==> config.mk <==
export PLATFORM = sky130hd
export DESIGN_NAME = rsc_top
export DESIGN_NICKNAME = d
export VERILOG_FILES = /design/src/inc/rsc_pkg.sv /design/src/rtl/rsc_sync.sv /design/src/rtl/rsc_top.sv
export SDC_FILE = /design/constraint.sdc
export NUM_CORES = 1
export LEC_CHECK = 0
export BUFFER_PORTS_ARGS = -buffer_cell sky130_fd_sc_hd__buf_2
export CORE_ASPECT_RATIO = 1.4
export CORE_MARGIN = 4
export CORE_UTILIZATION = 35
export CTS_CLUSTER_DIAMETER = 50
export DETAILED_ROUTE_END_ITERATION = 16
export PLACE_DENSITY_LB_ADDON = 0.15
export SKIP_CTS_REPAIR_TIMING = 1
export SYNTH_ARGS = -nofsm -noshare
export SYNTH_HDL_FRONTEND = slang
export SYNTH_SLANG_ARGS = --single-unit
export TNS_END_PERCENT = 30
==> constraint.sdc <==
create_clock -name CLK -period 2.3 [get_ports CLK]
set_input_delay 0.46 -clock CLK [delete_from_list [all_inputs] [get_ports CLK]]
set_output_delay 0.46 -clock CLK [all_outputs]
set_load 0.01 [all_outputs]
==> src/inc/rsc_pkg.sv <==
package rsc_pkg;

   // Strap count and the post-release pull-up hold, in platform clock cycles
   localparam int STRAP_W = 8;
   localparam int PULL_HOLD_CYC = 4;
   localparam int SYNC_STAGES = 2;

   // Straps whose pin carries a gated pull-up; ratio straps (upper bits) have none
   localparam logic [STRAP_W-1:0] PULLUP_MASK = 8'h0F;

   // Value held in the capture register until the first release
   localparam logic [STRAP_W-1:0] STRAP_RST_VAL = 8'hFF;

   // TAP reset reached by five clocks with TMS high
   localparam int TAP_TMS_ONES = 5;
   localparam logic [2:0] TAP_TMS_ONES_W3 = 3'h5;

   typedef enum logic [2:0] {
      RSC_ST_SAMPLE = 3'h1,
      RSC_ST_SETTLE = 3'h2,
      RSC_ST_RUN = 3'h4
   } rsc_state_t;

   typedef struct packed {
      logic [STRAP_W-1:0] out; // functional output level
      logic [STRAP_W-1:0] oe_n; // low while the device drives the pin
      logic [STRAP_W-1:0] pull_en; // gated pull-up enable
      logic [STRAP_W-1:0] rx_en; // input receiver enable
   } rsc_pad_ctl_t;

endpackage : rsc_pkg

==> src/rtl/rsc_sync.sv <==
`timescale 1ns/10ps
module rsc_sync #(
   parameter int W = 1,
   parameter logic [W-1:0] RST_VAL = '0
) (
   input wire logic clk,
   input wire logic rst,
   input wire logic [W-1:0] d,
   output logic [W-1:0] q
);
   logic [W-1:0] meta_r;

   // First stage is read only by the second
   always_ff @(posedge clk or posedge rst) begin
      if (rst) begin
         meta_r <= RST_VAL;
         q <= RST_VAL;
      end else begin
         meta_r <= d;
         q <= meta_r;
      end
   end
endmodule : rsc_sync

==> src/rtl/rsc_top.sv <==
`timescale 1ns/10ps
module rsc_top #(
   parameter int STRAP_W = rsc_pkg::STRAP_W,
   parameter int PULL_HOLD_CYC = rsc_pkg::PULL_HOLD_CYC
) (
   input wire logic CLK,
   input wire logic RST,
   input wire logic HARD_RESET_IN_N,
   input wire logic [STRAP_W-1:0] CFG_PIN_IN,
   input wire logic [STRAP_W-1:0] FUNC_OUT,
   output rsc_pkg::rsc_pad_ctl_t CFG_PAD,
   output logic [STRAP_W-1:0] CFG_STRAP,
   output logic CFG_VALID,
   output logic CORE_RESET,
   input wire logic TAP_TRST_N,
   input wire logic TAP_TCK,
   input wire logic TAP_TMS,
   output logic TAP_RESET
);
   logic hard_reset_in_n_n_s;
   logic [STRAP_W-1:0] pin_s;
   logic trst_n_s;
   logic tck_s;
   logic tms_s;
   rsc_pkg::rsc_state_t state_r;
   rsc_pkg::rsc_state_t state_nxt;
   logic [$clog2(PULL_HOLD_CYC+1)-1:0] hold_r;
   logic [STRAP_W-1:0] strap_r;
   logic valid_r;
   logic tck_d_r;
   logic [2:0] tms_ones_r;
   logic tap_rst_r;
   logic capture;
   logic sampling;
   logic core_rst_r;
   logic tck_rise;
   logic [STRAP_W-1:0] oe_n_v;
   logic [STRAP_W-1:0] rx_en_v;
   logic [STRAP_W-1:0] pull_en_v;
   logic [STRAP_W-1:0] out_v;

   // Pins and the test port are asynchronous; two flops stand before any logic reads them
   rsc_sync #(.W(1), .RST_VAL(1'b0)) u_sync_hr (
      .clk(CLK), .rst(RST), .d(HARD_RESET_IN_N), .q(hard_reset_in_n_n_s));

   rsc_sync #(.W(STRAP_W), .RST_VAL('1)) u_sync_pin (
      .clk(CLK), .rst(RST), .d(CFG_PIN_IN), .q(pin_s));

   rsc_sync #(.W(3), .RST_VAL(3'h0)) u_sync_tap (
      .clk(CLK),
      .rst(RST),
      .d({TAP_TRST_N, TAP_TCK, TAP_TMS}),
      .q({trst_n_s, tck_s, tms_s}));

   // Sample until release, then hold pull-ups while the captured value settles
   always_comb begin
      state_nxt = state_r;
      case (state_r)
         rsc_pkg::RSC_ST_SAMPLE: begin
            if (hard_reset_in_n_n_s) begin
               state_nxt = rsc_pkg::RSC_ST_SETTLE;
            end
         end
         rsc_pkg::RSC_ST_SETTLE: begin
            if (!hard_reset_in_n_n_s) begin
               state_nxt = rsc_pkg::RSC_ST_SAMPLE;
            end else if (hold_r == ($clog2(PULL_HOLD_CYC+1))'(PULL_HOLD_CYC - 1)) begin
               state_nxt = rsc_pkg::RSC_ST_RUN;
            end
         end
         rsc_pkg::RSC_ST_RUN: begin
            if (!hard_reset_in_n_n_s) begin
               state_nxt = rsc_pkg::RSC_ST_SAMPLE;
            end
         end
         // An illegal code falls back to sampling, where the pads are safe inputs
         default: state_nxt = rsc_pkg::RSC_ST_SAMPLE;
      endcase
   end

   always_ff @(posedge CLK or posedge RST) begin
      if (RST) begin
         state_r <= rsc_pkg::RSC_ST_SAMPLE;
      end else begin
         state_r <= state_nxt;
      end
   end

   always_ff @(posedge CLK or posedge RST) begin
      if (RST) begin
         hold_r <= '0;
      end else if (state_r == rsc_pkg::RSC_ST_SETTLE) begin
         hold_r <= hold_r + 1'b1;
      end else begin
         hold_r <= '0;
      end
   end

   assign sampling = (state_r == rsc_pkg::RSC_ST_SAMPLE);
   // Capture at the first cycle that sees release; the pins are still inputs then
   assign capture = sampling && hard_reset_in_n_n_s;

   // Stable until the next hard reset; a glitch-free copy because only capture writes it
   always_ff @(posedge CLK or posedge RST) begin
      if (RST) begin
         strap_r <= rsc_pkg::STRAP_RST_VAL;
      end else if (capture) begin
         strap_r <= pin_s;
      end
   end

   always_ff @(posedge CLK or posedge RST) begin
      if (RST) begin
         valid_r <= 1'b0;
      end else if (!hard_reset_in_n_n_s) begin
         valid_r <= 1'b0;
      end else if (capture) begin
         valid_r <= 1'b1;
      end
   end

   // A hard reset seen mid-settle drops the capture, so the straps are taken again
   always_ff @(posedge CLK or posedge RST) begin
      if (RST) begin
         core_rst_r <= 1'b1;
      end else if (!hard_reset_in_n_n_s) begin
         core_rst_r <= 1'b1;
      end else if (capture) begin
         core_rst_r <= 1'b0;
      end
   end

   assign CFG_STRAP = strap_r;
   assign CFG_VALID = valid_r;
   assign CORE_RESET = core_rst_r;

   // Pad slices: each pin holds its own drive flop, so receiver, pull-up and driver
   // switch on one edge and the driver never fights the pull-up
   for (genvar i = 0; i < STRAP_W; i++) begin : g_pad
      logic drive_r;
      logic out_r;

      // Taken from the next state so the pad changes on the edge that enters RUN
      always_ff @(posedge CLK or posedge RST) begin
         if (RST) begin
            drive_r <= 1'b0;
         end else begin
            drive_r <= (state_nxt == rsc_pkg::RSC_ST_RUN);
         end
      end

      always_ff @(posedge CLK or posedge RST) begin
         if (RST) begin
            out_r <= 1'b0;
         end else begin
            out_r <= FUNC_OUT[i];
         end
      end

      assign oe_n_v[i] = !drive_r;
      assign rx_en_v[i] = !drive_r;
      // Ratio straps carry no pull-up; the board has to set them
      assign pull_en_v[i] = rsc_pkg::PULLUP_MASK[i] && !drive_r;
      assign out_v[i] = out_r;
   end

   assign CFG_PAD = '{out: out_v, oe_n: oe_n_v, pull_en: pull_en_v, rx_en: rx_en_v};

   // TAP reset: test reset pin, or enough TMS-high clocks; sampled edges only
   always_ff @(posedge CLK or posedge RST) begin
      if (RST) begin
         tck_d_r <= 1'b0;
      end else begin
         tck_d_r <= tck_s;
      end
   end

   // Limitation: TCK must run far slower than CLK, as its edges are found after the synchroniser
   assign tck_rise = tck_s && !tck_d_r;

   always_ff @(posedge CLK or posedge RST) begin
      if (RST) begin
         tms_ones_r <= 3'h0;
      end else if (!trst_n_s) begin
         tms_ones_r <= 3'h0;
      end else if (tck_rise) begin
         if (!tms_s) begin
            tms_ones_r <= 3'h0;
            // Saturates so the reset holds while TMS stays high
         end else if (tms_ones_r != rsc_pkg::TAP_TMS_ONES_W3) begin
            tms_ones_r <= tms_ones_r + 3'h1;
         end
      end
   end

   always_ff @(posedge CLK or posedge RST) begin
      if (RST) begin
         tap_rst_r <= 1'b1;
      end else begin
         tap_rst_r <= !trst_n_s || (tms_ones_r == rsc_pkg::TAP_TMS_ONES_W3);
      end
   end

   assign TAP_RESET = tap_rst_r;

endmodule : rsc_top

==> results.md, run 1 <==
* CTS tree: yes
* Buffers on Ports at 60
* Vias in the first global route at 1,138
* Final max-slew violation count at 0
* Sw Ratio at 23.9%
* Startpoint Class: register
* Gr ovfl total at 0
* GR Layer Usage met3 at 2.99%
* Synthesized instance count at 140
* Critical Path Max Stage Delay at 0.37 ns
* Routed WL at 3160 um
* Ratio of final minimum period to clock period at approximately 70%
* CTS Buf Count at 5
* NetSw at around 0.45 mW
* First-pass GRT wire length at 5310 um
* Reg2Reg Depth at 4
* Share of cells above drive strength 1 at 59.9%
* Synth warnings at 0
* Sequential share of power at 59.4%
* Logic pwr share at 12.2%
* Busiest grt layer: met2
* RSZ-0062 raised after global routing: false
* Placed cell count at 242
* Most common cell after layout, fill and taps aside: buf_2
* Worst-Skew Late Latency at 0.30 ns
* Final ANT Viol Nets at 0
* N_diodes at 0
* Critical path class: register to output pin
* Routed via count at 1,108
* PD cells at 813 nW/um^2
* Syn Area/Cell at 14.6 sq um
* #FFs+latches synth at 54
* Crit path time final at 1.60 ns
* Cell Chain, Critical Path: inv_1 -> buf_2
* Crit path arrival time at 1.14 ns
* Worst VDD drop at 0.417 mV
* Clock-pin slew on the worst setup and hold paths at 0.09 ns
* Nets at 207
* Chip height at roughly 100 um
* Clock Sink Count at 54
* Clk pwr share at 28.3%
* R2R Setup Slk at 0.96 ns
* Via density at 4.43
* Area delta synth->final at 13.4%
* Core area at 5570 sq um
* Met2 Use GR at 15.6%
* Setup TNS at 0 ns
* Post-Syn Area at around 2000 sq um
* Root buf cell: clkbuf_8
* DIE AREA at 7130 sq um
* Tot GR Track Use at 9.57%
* Sequential area share after synthesis at 67.9%
* M1 GR Usage at 11.5%
* Fmax at 624 MHz
* Data required, critical path at 1.84 ns
* Area of the multi-input gates at 410 sq um
* Largest net degree at the start of global routing at 24
* Internal Power at between 1 and 1.5 mW
* # Max-Cap Violations at 0
* FP Rows at 32
* CP max stage cell: dfrtp_1
* H-tree depth at 2
* Num ports at 65
* Fin cells at 250
* Dpl hpwl at 2400 um
* CP Capture Type: output pin
* Final hold violations at 0
* Final setup fails at 0
* Seq. cell area at 1390 sq um
* Type of the tightest min-delay check: input pin to asynchronous set/reset pin
* Leakage at 1.05 nW
* Die X at 72.5 um
* Initial Util at between 30% and 40%
* Gpl congestion at 0.656
* Design Area, Final at 2310 sq um
* Clock buffer depth at 2
* Synth cell types at 27
* Most frequent cells in the layout: buf_2, dfstp_2, dfrtp_1, clkbuf_8
* Critical path fanouts, max at 20
* Initial antenna violation count at 0
* Max Clock Skew at 0.00283 ns
* Fillcell total at a little over 500
* Drt pass-1 iters at 4
* Status: finished clean
* Post-DP Area at 2220 sq um
* DRT iter0 DRCs at 39
* DRC viols at 0
* Drt wl/cell at 12.6 um
==> sequential cells by signal (all words and copies together) (netlist names) <==
name and flops:
u_sync_hr.q 1, u_sync_pin.q 8, tck_d_r 1, tms_ones_r 3, u_sync_hr.meta_r 1, hold_r 3
u_sync_pin.meta_r 8, u_sync_tap.q 3, TAP_RESET 1, g_pad.out_r 8, CFG_VALID 1, g_pad.drive_r 1
CORE_RESET 1, CFG_STRAP 8, state_r 3, u_sync_tap.meta_r 3
==> Yosys cell counts <==
| library cell | n | area (sq um) |
|---|---|---|
| buf_4 | 31 | 233 |
| dfrtp_1 | 27 | 676 |
| dfstp_2 | 27 | 709 |
| inv_1 | 6 | 22.5 |
| mux2_2 | 5 | 56.3 |
| nand2_1 | 5 | 18.8 |
| nor2_1 | 5 | 18.8 |
| ha_1 | 4 | 50.1 |
| a21oi_1 | 3 | 15.0 |
| mux2_4 | 3 | 45.0 |
| a31oi_1 | 2 | 12.5 |
| nand2b_4 | 2 | 27.5 |
| nand4_1 | 2 | 12.5 |
| nand4b_1 | 2 | 17.5 |
| nor3b_1 | 2 | 15.0 |
| o21ai_0 | 2 | 10.0 |
| or3b_1 | 2 | 17.5 |
| and2b_1 | 1 | 7.51 |
| conb_1 | 1 | 3.75 |
| mux2i_1 | 1 | 10.0 |
| nand2b_1 | 1 | 6.26 |
| nand3b_1 | 1 | 7.51 |
| nor2_8 | 1 | 20.0 |
| nor2b_1 | 1 | 6.26 |
| nor3_1 | 1 | 5.00 |
| o21a_1 | 1 | 7.51 |
| xnor2_1 | 1 | 8.76 |
==> area by class of cell <==
class / instances / area share [%]
clock inverter: 2 / 0.541
timing repair buffer: 62 / 13.6
tap: 68 / 3.68
inverter: 6 / 0.973
sequential: 54 / 59.9
clock buffer: 6 / 3.57
multi-input combinational: 52 / 17.7
==> metal layers <==
metal	part of all wire, %	vias to the layer above
met2	52	66
li1	-	501
met4	2.2	0
met1	36	534
met3	9.3	7
met5	0	-
==> final timing paths <==
check                                          start              endpoint
worst max-delay path                g_pad[7].drive_r           CFG_PAD[18]
worst min-delay path                             RST             hold_r[1]
worst max register to register             hold_r[0]            state_r[1]
worst min register to register  u_sync_tap.meta_r[0]       u_sync_tap.q[0]
max in group asynchronous                        RST          CFG_STRAP[3]
min in group CLK                       CFG_PIN_IN[6]  u_sync_pin.meta_r[6]
==> cells by family after synthesis <==
| group | after synthesis | share of synthesized area, % |
|---|---|---|
| buf+inv | 37 | 12.5 |
| compound gates | 8 | 2.21 |
| fa+ha+maj | 4 | 2.45 |
| xor+xnor | 1 | 0.430 |
| other cells | 1 | 0.184 |
| flops | 54 | 67.9 |
| simple gates | 26 | 8.84 |
| mux | 9 | 5.46 |
==> metrics by stage <==
step	hold WS [ns]	setup WS (ns)	total power, mW	utilization [%]
CTS	0.105	0.661	1.92	41.6
finish	0.105	0.697	1.88	41.6
floorplan	0.331	0.570	1.28	-
global placement	0.335	0.998	1.36	39.9
global route	0.117	0.584	1.99	41.6
detailed placement	0.336	0.965	1.37	39.9
==> power groups by stage <==
stage | logic, mW | registers (mW) | clock network, mW
6_report | 0.230 | 1.12 | 0.532
5_1_grt | 0.253 | 1.13 | 0.604
4_1_cts | 0.238 | 1.12 | 0.562
3_5_place_dp | 0.237 | 1.14 | 0
3_3_place_gp | 0.230 | 1.13 | 0
2_1_floorplan | 0.131 | 1.15 | 0
==> critical path, delay by kind of cell (launching register included) <==
family	cells	cell delay (ns)
buf+inv	2	0.48
flops	1	0.37
Power figures use the tool's default switching activity.
==> inputs of run 2 (changes only) <==
==> constraint.sdc (replaced) <==
create_clock -name CLK -period 1.5 [get_ports CLK]
set_input_delay 0.3 -clock CLK [delete_from_list [all_inputs] [get_ports CLK]]
set_output_delay 0.3 -clock CLK [all_outputs]
set_load 0.01 [all_outputs]
==> run 2 against run 1 <==
  * Worst setup slack lost 0.58 ns
  * Design area grew 2.8%
  * Non-clock buffer count is the same
  * Sequential share of layout area shrank 1.6 points
==> results.md, run 2 (synthesis gave the netlist of run 1 again) <==
* Root buf cell: clkbuf_8
* Setup TNS at 0 ns
* Cell Chain, Critical Path: clkinvlp_4 -> buf_2
* Design Area, Final at 2380 sq um
* Dpl hpwl at 2210 um
* Hold Slack at 0.0888 ns
* Type of the tightest min-delay check: input pin to register
* Buffers on Ports at 60
* Share of cells above drive strength 1 at ~60%
* CP max stage cell: dfrtp_1
* Initial antenna violation count at 0
* Final ANT Viol Nets at 0
* Max Clock Skew at 0.00366 ns
* R2R Setup Slk at ~0.16 ns
* Final setup fails at 0
* Tot GR Track Use at 8.91%
* M1 GR Usage at 9.72%
* Seq. cell area at ~1400 sq um
* Vias in the first global route at 1,074
* Crit path time final at between 1 and 1.5 ns
* Fin cells at 250
* Final max-slew violation count at 0
* Fmax at 724 MHz
* Largest net degree at the start of global routing at 46
* Crit path arrival time at 1.08 ns
* CTS tree: yes
* Clock buffer depth at 2
* FP Rows at 32
* Busiest grt layer: met2
* CP Capture Type: output pin
* Critical path fanouts, max at 20
* Drt pass-1 iters at 5
* Nets at about 210
* Final hold violations at 0
* Top delay family on crit path: buffers and inverters
* Met2 Use GR at around 15%
* PD cells at 1330 nW/um^2
* Ratio of final minimum period to clock period at 92.1%
* Initial Util at 36.6%
* Clock-pin slew on the worst setup and hold paths at 0.09 ns
* H-tree depth at 2
* Most frequent cells in the layout: buf_2, dfstp_2, dfrtp_1, clkbuf_8
* Startpoint Class: register
* Chip height at around 100 um
* GR Layer Usage met3 at 3.40%
* Core area at 5570 sq um
* Gpl congestion at 0.716
* Critical Path Max Stage Delay at 0.38 ns
* DIE AREA at about 7100 sq um
* Worst VDD drop at 0.681 mV
* Die X at 72.5 um
* Post-DP Area at 2230 sq um
* Area of the multi-input gates at 410 sq um
* DRT iter0 DRCs at 50
* Via density at 4.32
* Placed cell count at 241
* Fillcell total at 511
* Drt wl/cell at about 12 um
* Area delta synth->final at 16.6%
* N_diodes at 0
* Critical path class: register to output pin
* Clock Sink Count at 54
* # Max-Cap Violations at 0
* Routed via count at 1,080
* Num ports at between 60 and 70
* Worst-Skew Late Latency at 0.30 ns
* First-pass GRT wire length at 4930 um
* Status: finished clean
* Leakage at 1.08 nW
* Gr ovfl total at 0
* CTS Buf Count at 5
* Data required, critical path at 1.20 ns
* DRC viols at 0
* Routed WL at 3070 um
* Most common cell after layout, fill and taps aside: buf_2
* Bufs and invs on worst path at 2
* RSZ-0062 raised after global routing: false
-- run 2: cell types whose count changed in the layout (fill, tap and decap cells not counted), sizes merged --
| cell | delta |
|---|---|
| bufinv | +1 |
| dlygate4sd3 | +1 |
| clkbuf | +1 |
| inv | -2 |
| clkinv | -1 |
| clkinvlp | +1 |
| buf | -1 |
-- run 2: stage by stage --
stage | total power, mW | setup WS (ns) | utilization (%)
final | 3.16 | 0.118 | 42.7
after floorplan | 1.97 | 0.240 | -
after CTS | 3.21 | 0.0267 | 42.5
after detailed placement | 2.10 | 0.167 | 40.0
after global routing | 3.31 | 0.0233 | 42.7
after global placement | 2.09 | 0.199 | 40.0
-- run 2: layout make-up --
| type | instances | share of cell area [%] |
|---|---|---|
| Tap cell | 68 | 3.58 |
| Sequential cell | 54 | 58.2 |
| Clock inverter | 1 | 1.26 |
| Multi-Input combinational cell | 52 | 17.3 |
| Inverter | 6 | 1.26 |
| Clock buffer | 7 | 4.52 |
| Timing Repair Buffer | 62 | 13.9 |
-- run 2: worst paths after layout --
path                                        endpoint  cells after the start            startpoint
worst max-delay path                     CFG_PAD[21]                      2      g_pad[7].drive_r
worst min-delay path            u_sync_pin.meta_r[0]                      1         CFG_PIN_IN[0]
worst max register to register            state_r[1]                      4             hold_r[0]
worst min register to register       u_sync_tap.q[1]                      0  u_sync_tap.meta_r[1]
max in group asynchronous                 state_r[0]                      4                   RST
min in group asynchronous              tms_ones_r[0]                      3                   RST
-- run 2: metal layers --
metal	up-vias	routed length, um	share of wire (%)
met2	58	1500	49
li1	502	-	-
met5	-	0	0
met1	514	1140	37
met3	6	356	12
met4	0	61	2.0
-- run 2: report_power, final --
group	switching [mW]	leakage, nW	internal (mW)
clock network	0.449	0.0696	0.644
logic	0.175	0.389	0.180
registers	0.0667	0.618	1.65
total	0.691	1.08	2.47
-- run 2: worst register-to-register path, cell delays in order, from the launching register on --
cell,delay [ns]
dfrtp_1,0.39
ha_1,0.20
ha_1,0.18
or3b_1,0.34
a21oi_1,0.15
==> inputs of run 3 (changes only) <==
--- a/config.mk
+++ b/config.mk
@@ -10,6 +10,7 @@
 export CORE_MARGIN = 4
 export CORE_UTILIZATION = 35
 export CTS_CLUSTER_DIAMETER = 50
+export CTS_CLUSTER_SIZE = 16
 export DETAILED_ROUTE_END_ITERATION = 16
 export PLACE_DENSITY_LB_ADDON = 0.15
 export SKIP_CTS_REPAIR_TIMING = 1
==> constraint.sdc (replaced) <==
create_clock -name CLK -period 1.57 [get_ports CLK]
set_input_delay 0.314 -clock CLK [delete_from_list [all_inputs] [get_ports CLK]]
set_output_delay 0.314 -clock CLK [all_outputs]
set_load 0.01 [all_outputs]
==> run 3 against run 2 <==
  * Register-to-register slack better by 0.07 ns
  * Combinational power is 5.6% lower
  * Utilization is 1.2 points lower
  * Hold slack worse by 0.023 ns
  * Clock-buffer cell count is 1 lower
  * First-iteration DRC count is 40% lower
  * Non-clock buffer count stayed put
  * Design area is 2.8% lower
  * Clock skew is 0.00094 ns higher
==> results.md, run 3 (synthesis gave the netlist of run 1 again) <==
* Status: finished clean
* Initial antenna violation count at 0
* Setup TNS at 0 ns
* RSZ-0062 raised after global routing: false
* CP Capture Type: output pin
* Clock-pin slew on the worst setup and hold paths at 0.09 ns
* DRC viols at 0
* Reg-to-Reg Start: hold_r[0]
* Nets at around 210
* Drt wl/cell at around 12 um
* Tot GR Track Use at ~9.3%
* FP Rows at 32
* Area of the multi-input gates at ~410 sq um
* Startpoint Class: register
* Final setup fails at 0
* Most frequent cells in the layout: buf_2, dfstp_2, dfrtp_1
* Drt pass-1 iters at 3
* Num ports at 65
* Buffers on Ports at 60
* Max Clock Skew at 0.00460 ns
* DIE AREA at 7130 sq um
* Final max-slew violation count at 0
* PD cells at 1170 nW/um^2
* Most common cell after layout, fill and taps aside: buf_2
* Uppermost layer routed: met4
* Chip height at around 98 um
* Final ANT Viol Nets at 0
* Reg2Reg Depth at 4
* Gpl congestion at 0.673
* Area delta synth->final at 13.4%
* CTS Buf Count at 5
* CTS tree: yes
* R2R Setup Slk at 0.23 ns
* H-tree depth at 2
* Share of cells above drive strength 1 at 59.9%
* Routed via count at 1,080
* Dpl hpwl at 2340 um
* Gr ovfl total at 0
* Fin util at between 40% and 50%
* Root buf cell: clkbuf_8
* Overall Power at around 2.7 mW
* Final hold violations at 0
* Post-DP Area at 2220 sq um
* Seq. cell area at 1390 sq um
* FF-to-FF End: state_r[1]
* N_diodes at 0
* Worst VDD drop at 0.698 mV
* Type of the tightest min-delay check: input pin to asynchronous set/reset pin
* Initial Util at 36.6%
* Met2 WL at 1660 um
* Worst-Skew Late Latency at roughly 0.30 ns
* Core area at between 5000 and 6000 sq um
* Clock buffer depth at 2
* Critical path fanouts, max at 20
* Fmax at about 720 MHz
* Leakage at 1.05 nW
* DRT iter0 DRCs at 30
* Design Area, Final at 2310 sq um
* Routed WL at 3070 um
* Metal3 WL at 299 um
* Die X at between 70 and 80 um
* Crit path time final at between 1 and 1.5 ns
* Ratio of final minimum period to clock period at 88.7%
* Critical path class: register to output pin
* Via density at 4.32
* Largest net degree at the start of global routing at 31
* Vias in the first global route at 1,130
* First-pass GRT wire length at a little over 5000 um
* Clock Sink Count at 54
* Crit path arrival time at approximately 1.1 ns
* Data required, critical path at 1.26 ns
* # Max-Cap Violations at 0
* Metal-1 WL at 1040 um
* Fillcell total at 535
-- run 3: where the power goes --
group / switching (mW) / total, mW / internal (mW)
Sequential: 0.0657 / 1.64 / 1.57
Clock: 0.416 / 0.735 / 0.318
Combinational: 0.166 / 0.335 / 0.169
-- run 3: stage by stage --
step	setup WS, ns	hold slack [ns]	std cells
detailed placement	0.230	0.336	242
global placement	0.273	0.336	242
finish	0.177	0.0660	250
CTS	0.0895	0.0638	250
global route	0.0763	0.0764	250
floorplan	0.310	0.318	143
-- run 3: worst max-delay path: stages, from the launching register on --
cell	delay (ns)
dfrtp_1	0.38
clkinvlp_4	0.21
buf_2	0.20
-- run 3: area by class of cell --
type,count,area share [%]
Inverter,6,1.30
Clock buffer,6,3.14
Timing Repair Buffer,62,13.6
Multi-Input combinational cell,52,17.7
Sequential cell,54,59.9
Clock inverter,2,0.595
Tap cell,68,3.68
-- run 3: per-layer routing --
metal	GRT usage, %	vias up
met5	0	-
met4	4.26	0
met1	9.65	524
met2	16.1	48
met3	3.60	5
li1	-	503
-- run 3: worst max path at each step --
| stage | cells after the start | to | slack (ns) | start |
|---|---|---|---|---|
| 2_1_floorplan | 4 | state_r[1] | 0.31 | hold_r[0] |
| 3_3_place_gp | 4 | state_r[1] | 0.27 | hold_r[0] |
| 3_5_place_dp | 3 | CFG_STRAP[3] | 0.23 | state_r[0] |
| 4_1_cts | 2 | CFG_PAD[11] | 0.09 | g_pad[7].drive_r |
| 5_1_grt | 2 | CFG_PAD[1] | 0.08 | g_pad[7].drive_r |
| 6_report | 2 | CFG_PAD[4] | 0.18 | g_pad[7].drive_r |
